<file path="config.mk">
export PLATFORM = sky130hd
export DESIGN_NAME = phy_led_strap_pins
export DESIGN_NICKNAME = d
export VERILOG_FILES = /design/src/rtl/strap_led_pkg.sv /design/src/rtl/phy_led_strap_pins.sv /design/src/rtl/led_blinker.sv
export SDC_FILE = /design/constraint.sdc
export NUM_CORES = 1
export LEC_CHECK = 0
export ABC_AREA = 0
export BUFFER_PORTS_ARGS = -buffer_cell sky130_fd_sc_hd__buf_2
export CORE_UTILIZATION = 50
export DETAILED_ROUTE_END_ITERATION = 12
export HOLD_SLACK_MARGIN = 0.08
export PLACE_DENSITY = 0.82
export SKIP_CTS_REPAIR_TIMING = 1
export SLEW_MARGIN = 5
export SYNTH_ARGS = -nofsm -noshare
export SYNTH_HDL_FRONTEND = slang
export SYNTH_SLANG_ARGS = --single-unit
</file>
<file path="constraint.sdc">
create_clock -name core_clk -period 2 [get_ports core_clk]
set_input_delay 0.2 -clock core_clk [delete_from_list [all_inputs] [get_ports core_clk]]
set_output_delay 0.2 -clock core_clk [all_outputs]
set_load 0.01 [all_outputs]
</file>
<file path="src/rtl/strap_led_pkg.sv">
// constants for the shared strap pins and the link led logic
package strap_led_pkg;
  // ***************************************************************
  // led mode field in the led control register
  // ***************************************************************
  localparam logic [4:0] LED_CTRL_REG      = 5'h1E;
  localparam int         LED_LINK_MODE_HI  = 1;
  localparam int         LED_LINK_MODE_LO  = 0;
  localparam int         LED_SPEED_MODE_HI = 15;
  localparam int         LED_SPEED_MODE_LO = 14;
  localparam logic [1:0] LED_MODE_LINK_ACT = 2'h0;
  localparam logic [1:0] LED_MODE_LINK     = 2'h1;
  localparam logic [1:0] LED_MODE_RSVD_A   = 2'h2;
  localparam logic [1:0] LED_MODE_RSVD_B   = 2'h3;
  localparam logic [1:0] LED_MODE_RST      = 2'h0;
  // ***************************************************************
  // control register bit fed by the strap
  // ***************************************************************
  localparam logic [4:0] BASIC_CTRL_REG    = 5'h00;
  localparam int         AUTONEG_EN_BIT    = 12;
  // ***************************************************************
  // strap sampling and blink timing
  // ***************************************************************
  localparam int         CLK_PERIOD_NS     = 20;
  localparam int         STRAP_SETTLE_NS   = 100;
  localparam int         STRAP_SETTLE_CYC  = (STRAP_SETTLE_NS + CLK_PERIOD_NS - 1) / CLK_PERIOD_NS;
  localparam int         BLINK_HALF_MS     = 50;
  localparam int         BLINK_HALF_CYC    = BLINK_HALF_MS * 1000000 / CLK_PERIOD_NS;
  localparam int         BLINK_W           = 24;
endpackage : strap_led_pkg

</file>
<file path="src/rtl/phy_led_strap_pins.sv">
// shared col/crs strap pins and programmable link led pin
`timescale 1ns/10ps
`default_nettype none
module phy_led_strap_pins
  import strap_led_pkg::*;
#(
  parameter int SETTLE_CYC = STRAP_SETTLE_CYC,
  parameter int HALF_CYC   = BLINK_HALF_CYC
) (
  input  wire logic               core_clk,
  input  wire logic               rst,
  input  wire logic               clk_en,
  input  wire logic               col_in,
  input  wire logic               crs_in,
  input  wire logic               col_pin_i,
  input  wire logic               crs_pin_i,
  input  wire logic               led_pin_i,
  input  wire logic               fiber_select,
  input  wire logic               link_up,
  input  wire logic               activity,
  input  wire logic               led_mode_we,
  input  wire logic [1:0]         led_mode_wdata,
  input  wire logic [1:0]         speed_led_mode_wdata,
  input  wire logic [BLINK_W-1:0] blink_half_period,
  output logic                    col_pin_o,
  output logic                    col_pin_oe,
  output logic                    crs_pin_o,
  output logic                    crs_pin_oe,
  output logic                    link_led_out,
  output logic                    link_led_oe,
  output logic                    strap_cfg_bit_a,
  output logic                    strap_cfg_bit_b,
  output logic                    autoneg_enable_strap,
  output logic                    strap_done,
  output logic [1:0]              led_mode,
  output logic [1:0]              speed_led_mode
);
  // ***************************************************************
  // strap sampling sequence
  // ***************************************************************
  typedef enum logic [1:0] {
    ST_SETTLE = 2'b00,
    ST_SAMPLE = 2'b01,
    ST_RUN    = 2'b10
  } strap_state_e;

  strap_state_e       state_ff;
  strap_state_e       nxt_state;
  logic [7:0]         settle_ff;
  logic               settle_end;
  logic               sample_now;
  logic               running;
  logic               nxt_autoneg;
  logic               nxt_led;
  logic               act_prev_ff;
  logic               act_pulse;
  logic               blink_trig;
  logic               blink_on;
  logic               blink_phase;

  assign settle_end = (settle_ff == 8'(SETTLE_CYC - 1));
  assign sample_now = (state_ff == ST_SAMPLE);
  assign running    = (state_ff == ST_RUN);

  always_comb begin
    nxt_state = state_ff;
    unique case (state_ff)
      ST_SETTLE: if (settle_end) nxt_state = ST_SAMPLE;
      ST_SAMPLE: nxt_state = ST_RUN;
      ST_RUN:    nxt_state = ST_RUN;
      default:   nxt_state = ST_SETTLE;
    endcase
  end

  // fiber forces autoneg off
  assign nxt_autoneg = fiber_select ? 1'b0 : led_pin_i;

  always_ff @(posedge core_clk) begin
    if (rst) begin
      state_ff  <= ST_SETTLE;
      settle_ff <= 8'h00;
    end else if (clk_en) begin
      state_ff <= nxt_state;
      if (!settle_end) begin
        settle_ff <= settle_ff + 8'h01;
      end
    end
  end

  // straps captured once, after reset has released and pins settled
  always_ff @(posedge core_clk) begin
    if (rst) begin
      strap_cfg_bit_a      <= 1'b0;
      strap_cfg_bit_b      <= 1'b0;
      autoneg_enable_strap <= 1'b0;
      strap_done           <= 1'b0;
    end else if (clk_en && sample_now) begin
      strap_cfg_bit_a      <= col_pin_i;
      strap_cfg_bit_b      <= crs_pin_i;
      autoneg_enable_strap <= nxt_autoneg;
      strap_done           <= 1'b1;
    end
  end

  // ***************************************************************
  // mii status pins
  // ***************************************************************
  always_ff @(posedge core_clk) begin
    if (rst) begin
      col_pin_o  <= 1'b0;
      col_pin_oe <= 1'b0;
      crs_pin_o  <= 1'b0;
      crs_pin_oe <= 1'b0;
    end else if (clk_en) begin
      col_pin_oe <= running;
      crs_pin_oe <= running;
      col_pin_o  <= running & col_in;
      crs_pin_o  <= running & crs_in;
    end
  end

  // ***************************************************************
  // led mode fields
  // ***************************************************************
  always_ff @(posedge core_clk) begin
    if (rst) begin
      led_mode       <= LED_MODE_RST;
      speed_led_mode <= LED_MODE_RST;
    end else if (clk_en && led_mode_we) begin
      led_mode       <= led_mode_wdata;
      speed_led_mode <= speed_led_mode_wdata;
    end
  end

  // ***************************************************************
  // link led
  // ***************************************************************
  assign act_pulse  = activity & ~act_prev_ff;
  // only link/activity mode with link up may start a blink
  assign blink_trig = act_pulse & link_up & (led_mode == LED_MODE_LINK_ACT);

  led_blinker #(
    .HALF_CYC    (HALF_CYC)
  ) u_blink (
    .core_clk    (core_clk),
    .rst         (rst),
    .clk_en      (clk_en),
    .act_pulse   (blink_trig),
    .half_period (blink_half_period),
    .blink_on    (blink_on),
    .blink_phase (blink_phase)
  );

  // pin is low for on; blink flips to high in its off phase
  always_comb begin
    nxt_led = 1'b1;
    unique case (led_mode)
      LED_MODE_LINK_ACT: nxt_led = ~link_up | (blink_on & ~blink_phase);
      LED_MODE_LINK:     nxt_led = ~link_up;
      LED_MODE_RSVD_A:   nxt_led = 1'b1;
      LED_MODE_RSVD_B:   nxt_led = 1'b1;
    endcase
  end

  always_ff @(posedge core_clk) begin
    if (rst) begin
      act_prev_ff  <= 1'b0;
      link_led_out <= 1'b1;
      link_led_oe  <= 1'b0;
    end else if (clk_en) begin
      act_prev_ff  <= activity;
      link_led_oe  <= running;
      link_led_out <= running ? nxt_led : 1'b1;
    end
  end

  // ***************************************************************
  // checks
  // ***************************************************************
  a_pins_undriven: assert property (@(posedge core_clk) disable iff (rst)
    !running |=> !col_pin_oe && !crs_pin_oe && !link_led_oe)
    else $error("shared pin driven before strap sampling");
  a_col_follows: assert property (@(posedge core_clk) disable iff (rst)
    clk_en && running |=> col_pin_o == $past(col_in))
    else $error("collision pin does not follow mac collision");
  a_crs_follows: assert property (@(posedge core_clk) disable iff (rst)
    clk_en && running |=> crs_pin_o == $past(crs_in))
    else $error("carrier pin does not follow carrier sense");
  a_strap_a_cap: assert property (@(posedge core_clk) disable iff (rst)
    clk_en && sample_now |=> strap_cfg_bit_a == $past(col_pin_i) && strap_done)
    else $error("first strap bit not captured");
  a_strap_b_cap: assert property (@(posedge core_clk) disable iff (rst)
    clk_en && sample_now |=> strap_cfg_bit_b == $past(crs_pin_i))
    else $error("second strap bit not captured");
  a_autoneg_copper: assert property (@(posedge core_clk) disable iff (rst)
    clk_en && sample_now && !fiber_select |=> autoneg_enable_strap == $past(led_pin_i))
    else $error("autoneg strap wrong in copper mode");
  a_autoneg_fiber: assert property (@(posedge core_clk) disable iff (rst)
    clk_en && sample_now && fiber_select |=> !autoneg_enable_strap)
    else $error("autoneg enabled in fiber mode");
  a_link_only: assert property (@(posedge core_clk) disable iff (rst)
    clk_en && running && led_mode == LED_MODE_LINK |=> link_led_out == !$past(link_up))
    else $error("link-only led level wrong");
  a_no_link_off: assert property (@(posedge core_clk) disable iff (rst)
    clk_en && running && !link_up |=> link_led_out)
    else $error("led on without link");
  a_mode_write: assert property (@(posedge core_clk) disable iff (rst)
    clk_en && led_mode_we |=> led_mode == $past(led_mode_wdata))
    else $error("led mode write lost");

  c_strap_done:  cover property (@(posedge core_clk) disable iff (rst) $rose(strap_done));
  c_fiber_strap: cover property (@(posedge core_clk) disable iff (rst)
    sample_now && fiber_select && led_pin_i);
  c_blinking:    cover property (@(posedge core_clk) disable iff (rst)
    running && link_up && blink_on && !link_led_out ##1 link_led_out);
endmodule : phy_led_strap_pins
`default_nettype wire

</file>
<file path="src/rtl/led_blinker.sv">
// activity blink generator for the link led
`timescale 1ns/10ps
`default_nettype none
module led_blinker
  import strap_led_pkg::*;
#(
  parameter int HALF_CYC = BLINK_HALF_CYC
) (
  input  wire logic core_clk,
  input  wire logic rst,
  input  wire logic clk_en,
  input  wire logic act_pulse,
  input  wire logic [BLINK_W-1:0] half_period,
  output logic      blink_on,
  output logic      blink_phase
);
  logic [BLINK_W-1:0] cnt_ff;
  logic [BLINK_W-1:0] nxt_cnt;
  logic               run_ff;
  logic               phase_ff;
  logic               wrap;
  logic               extend_ff;

  assign wrap        = run_ff && (cnt_ff == '0);
  assign nxt_cnt     = wrap ? half_period : cnt_ff - 1'b1;
  assign blink_on    = run_ff;
  assign blink_phase = phase_ff;

  // activity seen during a running blink keeps it running one more period; several events in one period give only one
  always_ff @(posedge core_clk) begin
    if (rst) begin
      cnt_ff    <= '0;
      run_ff    <= 1'b0;
      phase_ff  <= 1'b0;
      extend_ff <= 1'b0;
    end else if (clk_en) begin
      if (!run_ff) begin
        if (act_pulse) begin
          run_ff    <= 1'b1;
          cnt_ff    <= half_period;
          phase_ff  <= 1'b1;
          extend_ff <= 1'b0;
        end
      end else begin
        cnt_ff <= nxt_cnt;
        if (act_pulse) begin
          extend_ff <= 1'b1;
        end
        if (wrap) begin
          phase_ff <= ~phase_ff;
          if (!phase_ff) begin
            if (extend_ff || act_pulse) begin
              extend_ff <= 1'b0;
            end else begin
              run_ff <= 1'b0;
            end
          end
        end
      end
    end
  end

  a_blink_starts: assert property (@(posedge core_clk) disable iff (rst)
    clk_en && !run_ff && act_pulse |=> run_ff && phase_ff)
    else $error("blink did not start on activity");
endmodule : led_blinker
`default_nettype wire

</file>
==> results_dict.tcl, run 1 <==
set metrics [dict create \
    finClkSkew_ns 0.01114 \
    avgSynthCellArea_um2 8.283 \
    crit_end "u_blink.cnt_ff[22]$_SDFFE_PP0P_" \
    clockBufferDepth 2 \
    fillers 423 \
    outcome "finished with violations" \
    ys_seq_area_share_pct 35.86 \
    setup_viol 27 \
    place_ws_ns -0.2540 \
    io_buffers 53 \
    initial_utilization_pct 53.30 \
    crit_slowest_cell "or4b_4" \
    dieArea_um2 5886 \
    wire_per_inst_um 15.72 \
    finalHoldViolations 0 \
    maxCapViolations 0 \
    syn_inst 337 \
    tns_ns -5.193 \
    slowest_delay_ns 0.46 \
    clock_sinks 50 \
    ir_drop_mv 0.4763 \
    drtPass1Iterations 4 \
    synth_edf_count 0 \
    final_antenna_net_count 0 \
    violations "setup timing" \
    path_max_fanout 5 \
    period_minus_slack_ns 2.274 \
    overflow 0 \
    cts_tree "built" \
    setup_ws_ns -0.2739 \
    grt_max_degree 55 \
    synth.net_count 384 \
    initialDrtViolationCount 293 \
    leakagePower_nw 1.537 \
    total_power_mw 2.631 \
    final_nets 482 \
    grt_pass1_vias 2807 \
    startpoint_type "flip-flop" \
    yosys_warnings 0 \
    reg2reg_depth 8 \
    drc 0 \
    design_area_um2 3767 \
    h-tree-depth 2 \
    power_density_nw_per_um2 698.4 \
    path_clk_slew_ns 0.10 \
    drive_above_1_share_pct 35.09 \
    core_um2 5238 \
    die_h_um 76.72 \
    post_dp_cell_area_um2 3500 \
    min_path_type "in2reg" \
    antenna_found_initial 0 \
    clock_latency_ns 0.32 \
    final_cell_mix "buf_2 (53), buf_4 (53), dfxtp_1 (48), nand2_1 (27), nor2_1 (23)" \
    synth_area_um2 2791 \
    clock-root-buffer "clkbuf_8" \
    num_rows 26 \
    ios 54 \
    via_count 3016 \
    cts_made_buffers 5 \
    slew_violations 0 \
    path_cells "inv_2 -> ha_1 -> or4b_4 -> or4_4 -> o21ai_4 -> buf_6 -> a211oi_1 -> a311o_1" \
    synth_ff_type "dfxtp_1" \
    via_per_inst 5.960 \
    rrSetupSlack_ns -0.27 \
    multi_input_area_um2 1720 \
    rr_startpoint "u_blink.cnt_ff[0]$_SDFFE_PP0P_" \
    area_delta_synth_final_pct 34.96 \
    finalWirelength_mm 7.954 \
    r2r-end "u_blink.cnt_ff[22]$_SDFFE_PP0P_" \
    async_reset_ff_share_pct 0 \
    synth_cell_types 62 \
    rsz0062_at_grt "true" \
    seqCellArea_um2 1003 \
    dpl.hpwl_mm 5.368 \
    grt_pass1_wl_mm 12.18 \
    path_class "reg2reg" \
    cp_data_required_time_ns 2.20 \
    finalCritPeriodShare_pct 113.7 \
    die_x_um 76.72 \
    insertedDiodeCount 0 \
    ys_ff_latch 50 \
    fmax_mhz 439.8 \
    end_kind "flip-flop" \
    slew_headroom_pct 70.20 \
    gp_congestion 0.9359 \
    critPathLaunch "u_blink.cnt_ff[0]$_SDFFE_PP0P_" \
    tightestPinTransition_ns 0.4430 \
    holdWs_ns 0.1335 \
    grt_usage_pct 25.50 \
    crit_arrival_ns 2.48 \
]
cell usage after synthesis (all sizes together) (2+ instances only):
| library cell | count | area (um2) |
|---|---|---|
| a21oi | 23 | 118.9 |
| nor2 | 24 | 90.09 |
| a31oi | 3 | 18.77 |
| o221ai | 2 | 17.52 |
| o21ai | 11 | 70.07 |
| a211oi | 5 | 37.54 |
| nand4b | 5 | 43.79 |
| a41oi | 2 | 17.52 |
| clkbuf | 16 | 61.30 |
| o22ai | 6 | 37.54 |
| or3 | 7 | 43.79 |
| dfxtp | 50 | 1001 |
| nand3 | 18 | 90.09 |
| nand2b | 6 | 37.54 |
| nor3 | 14 | 70.07 |
| o211ai | 4 | 30.03 |
| o311a | 2 | 20.02 |
| or4 | 8 | 63.81 |
| nand2 | 28 | 105.1 |
| nand4 | 6 | 37.54 |
| or2 | 2 | 12.51 |
| nor4 | 10 | 68.81 |
| a221oi | 4 | 47.55 |
| ha | 7 | 87.58 |
| inv | 17 | 63.81 |
| mux2i | 12 | 120.1 |
| and3 | 2 | 12.51 |
| xnor2 | 5 | 43.79 |
| nor3b | 3 | 27.52 |
| buf | 8 | 51.30 |
| o41ai | 8 | 77.58 |
sequential cells by signal, indices dropped and copies added (netlist names), 2 cells and up:
| register | flops |
|---|---|
| u_blink.cnt_ff | 24 |
| settle_ff | 8 |
| led_mode | 2 |
| speed_led_mode | 2 |
| state_ff | 2 |
how the worst min path moves through the flow:
stage                                        start                              end  cells after the start
finish                       blink_half_period[18]  u_blink.cnt_ff[18]$_SDFFE_PP0P_                      3
global route                                crs_in           crs_pin_o$_SDFFE_PP0P_                      3
CTS                                       activity         act_prev_ff$_SDFFE_PP0P_                      3
detailed placement  speed_led_mode[0]$_SDFFE_PP0P_   speed_led_mode[0]$_SDFFE_PP0P_                      2
global placement            crs_pin_o$_SDFFE_PP0P_           crs_pin_o$_SDFFE_PP0P_                      2
floorplan                                 activity         act_prev_ff$_SDFFE_PP0P_                      2
worst max-delay path: cells and delay by family (launching register included):
family	cells	cell delay (ns)
flip-flops	1	0.33
AO/OA/AOI/OAI	3	0.60
AND/OR/NAND/NOR	2	0.91
buffers and inverters	2	0.19
adder cells (fa/ha/maj)	1	0.13
layer usage:
| metal | track usage [%] | routed length, um | vias up |
|---|---|---|---|
| met4 | 10.38 | 212 | 0 |
| met5 | 0 | 0 | - |
| met1 | 31.37 | 3262 | 1401 |
| met2 | 43.75 | 3931 | 127 |
| li1 | - | - | 1464 |
| met3 | 4.405 | 548 | 24 |
power by group:
part / switching (mW) / total (mW) / internal [mW]
clock network: 0.369 / 0.654 / 0.286
logic: 0.490 / 0.903 / 0.413
registers: 0.0327 / 1.07 / 1.04
total: 0.892 / 2.63 / 1.74
through the flow:
stage | std cells | util [%]
floorplan | 337 | -
global placement | 490 | 66.82
detailed placement | 490 | 66.82
CTS | 498 | 68.73
global route | 506 | 71.93
finish | 506 | 71.93
area by class of cell:
class | instances | share of cell area [%]
clock inverter | 2 | 0.4650
multi-input combinational | 247 | 45.67
tap | 70 | 2.325
inverter | 17 | 1.694
timing repair buffer | 114 | 21.02
clock buffer | 6 | 2.192
sequential | 50 | 26.64
cells by family (layout without fill, tap and decap cells):
family	after synthesis	after routing	synth area share (%)
and+or+nand+nor	140	140	27.39
muxes	12	12	4.303
buffers and inverters	41	139	6.320
xor gates and xnor gates	6	6	1.883
AOI/OAI and AO/OA	81	82	21.11
adders and majority gates	7	7	3.137
DFF	50	50	35.86
(Power assumes the default switching activity.)
==> inputs of run 2 (changes only) <==
--- a/config.mk
+++ b/config.mk
@@ -9,7 +9,7 @@
 export BUFFER_PORTS_ARGS = -buffer_cell sky130_fd_sc_hd__buf_2
 export CORE_UTILIZATION = 50
 export DETAILED_ROUTE_END_ITERATION = 12
-export HOLD_SLACK_MARGIN = 0.08
+export HOLD_SLACK_MARGIN = 0.15
 export PLACE_DENSITY = 0.82
 export SKIP_CTS_REPAIR_TIMING = 1
 export SLEW_MARGIN = 5
==> results_dict.tcl, run 2 (same netlist as run 1, synthesis figures left out) <==
set metrics [dict create \
    startpoint_type "flip-flop" \
    dpl.hpwl_mm 5.368 \
    path_class "reg2reg" \
    place_ws_ns -0.2540 \
    fillers 419 \
    io_buffers 53 \
    period_minus_slack_ns 2.279 \
    final_antenna_net_count 0 \
    grt_usage_pct 25.50 \
    drive_above_1_share_pct 35.01 \
    slew_headroom_pct 67.68 \
    fmax_mhz 438.9 \
    path_cells "inv_2 -> ha_1 -> or4b_4 -> or4_4 -> o21ai_4 -> buf_6 -> a211oi_1 -> a311o_1" \
    min_path_type "in2reg" \
    path_clk_slew_ns 0.10 \
    reg2reg_depth 8 \
    via_count 3042 \
    overflow 0 \
    grt_pass1_vias 2807 \
    total_power_mw 2.641 \
    tightestPinTransition_ns 0.4812 \
    antenna_found_initial 0 \
    power_density_nw_per_um2 699.0 \
    num_rows 26 \
    hold_end "u_blink.cnt_ff[18]$_SDFFE_PP0P_" \
    core_um2 5238 \
    clock_sinks 50 \
    cp_data_required_time_ns 2.21 \
    path_max_fanout 5 \
    insertedDiodeCount 0 \
    finalHoldViolations 0 \
    rrSetupSlack_ns -0.28 \
    crit_slowest_cell "or4b_4" \
    finalCritPeriodShare_pct 113.9 \
    drtPass1Iterations 4 \
    clockBufferDepth 2 \
    dieArea_um2 5886 \
    hp-start "blink_half_period[18]" \
    slew_violations 0 \
    final_nets 483 \
    leakagePower_nw 1.541 \
    clock-root-buffer "clkbuf_8" \
    final_cells 507 \
    rr_startpoint "u_blink.cnt_ff[0]$_SDFFE_PP0P_" \
    die_h_um 76.72 \
    grt_pass1_wl_mm 12.18 \
    ir_drop_mv 0.4760 \
    largest_register_ffs 24 \
    setup_viol 27 \
    top_regs "u_blink.cnt_ff x24, settle_ff x8" \
    finClkSkew_ns 0.008091 \
    grt_max_degree 55 \
    outcome "finished with violations" \
    die_x_um 76.72 \
    end_kind "flip-flop" \
    min_path_cells 3 \
    maxCapViolations 0 \
    violations "setup timing" \
    rsz0062_at_grt "true" \
    cts_made_buffers 5 \
    initialDrtViolationCount 292 \
    initial_utilization_pct 53.30 \
    ios 54 \
    finalWirelength_mm 8.060 \
    setup_ws_ns -0.2785 \
    cts_tree "built" \
    clock_latency_ns 0.32 \
    top_register "u_blink.cnt_ff" \
    dp.cells 490 \
    crit_arrival_ns 2.48 \
    slowest_delay_ns 0.46 \
    wire_per_inst_um 15.90 \
    gp_congestion 0.9359 \
    r2r-end "u_blink.cnt_ff[22]$_SDFFE_PP0P_" \
    area_delta_synth_final_pct 35.32 \
    final_cell_mix "buf_2 (53), buf_4 (53), dfxtp_1 (48), nand2_1 (27), nor2_1 (23)" \
    via_per_inst 6.000 \
    drc 0 \
    h-tree-depth 2 \
]
run 2: cell count changes in the layout (fill, tap and decap cells not counted), sizes merged:
cell,change
dlygate4sd3,+1
run 2: final cells by class:
type                       instances  area, um2  area share (%)
timing repair buffer             115      802.0           21.23
sequential                        50       1003           26.57
inverter                          17      63.81           1.689
tap                               70      87.58           2.319
clock inverter                     2      17.52          0.4637
multi-input combinational        247       1720           45.54
clock buffer                       6      82.58           2.186
run 2: worst max-delay path: cells and delay by family, from the launching register on:
kind / cells / cell delay [ns]
compound gates: 3 / 0.60
fa+ha+maj: 1 / 0.13
buf+inv: 2 / 0.20
flops: 1 / 0.33
simple gates: 2 / 0.91
run 2: metrics by stage:
stage                     hold slack (ns)  utilization, %  TNS (ns)  area [um2]
after floorplan                    0.3472               -    -2.510        2798
final                              0.1297           72.12    -5.259        3777
after detailed placement           0.4470           66.82    -4.436        3500
after CTS                          0.1288           68.73    -5.180        3600
after global routing               0.1509           72.12    -7.945        3777
after global placement             0.4390           66.82    -3.579        3500
run 2: worst max-delay path by stage:
stage / start / cells after the start / to
floorplan: u_blink.cnt_ff[0]$_SDFFE_PP0P_ / 8 / u_blink.cnt_ff[23]$_SDFFE_PP0P_
global placement: u_blink.cnt_ff[1]$_SDFFE_PP0P_ / 8 / u_blink.cnt_ff[5]$_SDFFE_PP0P_
detailed placement: u_blink.cnt_ff[1]$_SDFFE_PP0P_ / 8 / u_blink.cnt_ff[5]$_SDFFE_PP0P_
CTS: u_blink.cnt_ff[1]$_SDFFE_PP0P_ / 8 / u_blink.cnt_ff[2]$_SDFFE_PP0P_
global route: u_blink.cnt_ff[0]$_SDFFE_PP0P_ / 8 / u_blink.cnt_ff[22]$_SDFFE_PP0P_
finish: u_blink.cnt_ff[0]$_SDFFE_PP0P_ / 8 / u_blink.cnt_ff[22]$_SDFFE_PP0P_
run 2: metal layers:
| metal | track usage, % | wire length, um | vias to the layer above |
|---|---|---|---|
| met4 | 10.38 | 149 | 0 |
| met2 | 43.75 | 4022 | 132 |
| li1 | - | - | 1460 |
| met3 | 4.405 | 583 | 16 |
| met5 | 0 | 0 | - |
| met1 | 31.37 | 3304 | 1434 |
run 2: where the power goes:
group	internal [mW]	switching [mW]	total [mW]
combinational	0.414	0.494	0.908
sequential	1.04	0.0328	1.07
clock	0.286	0.373	0.659
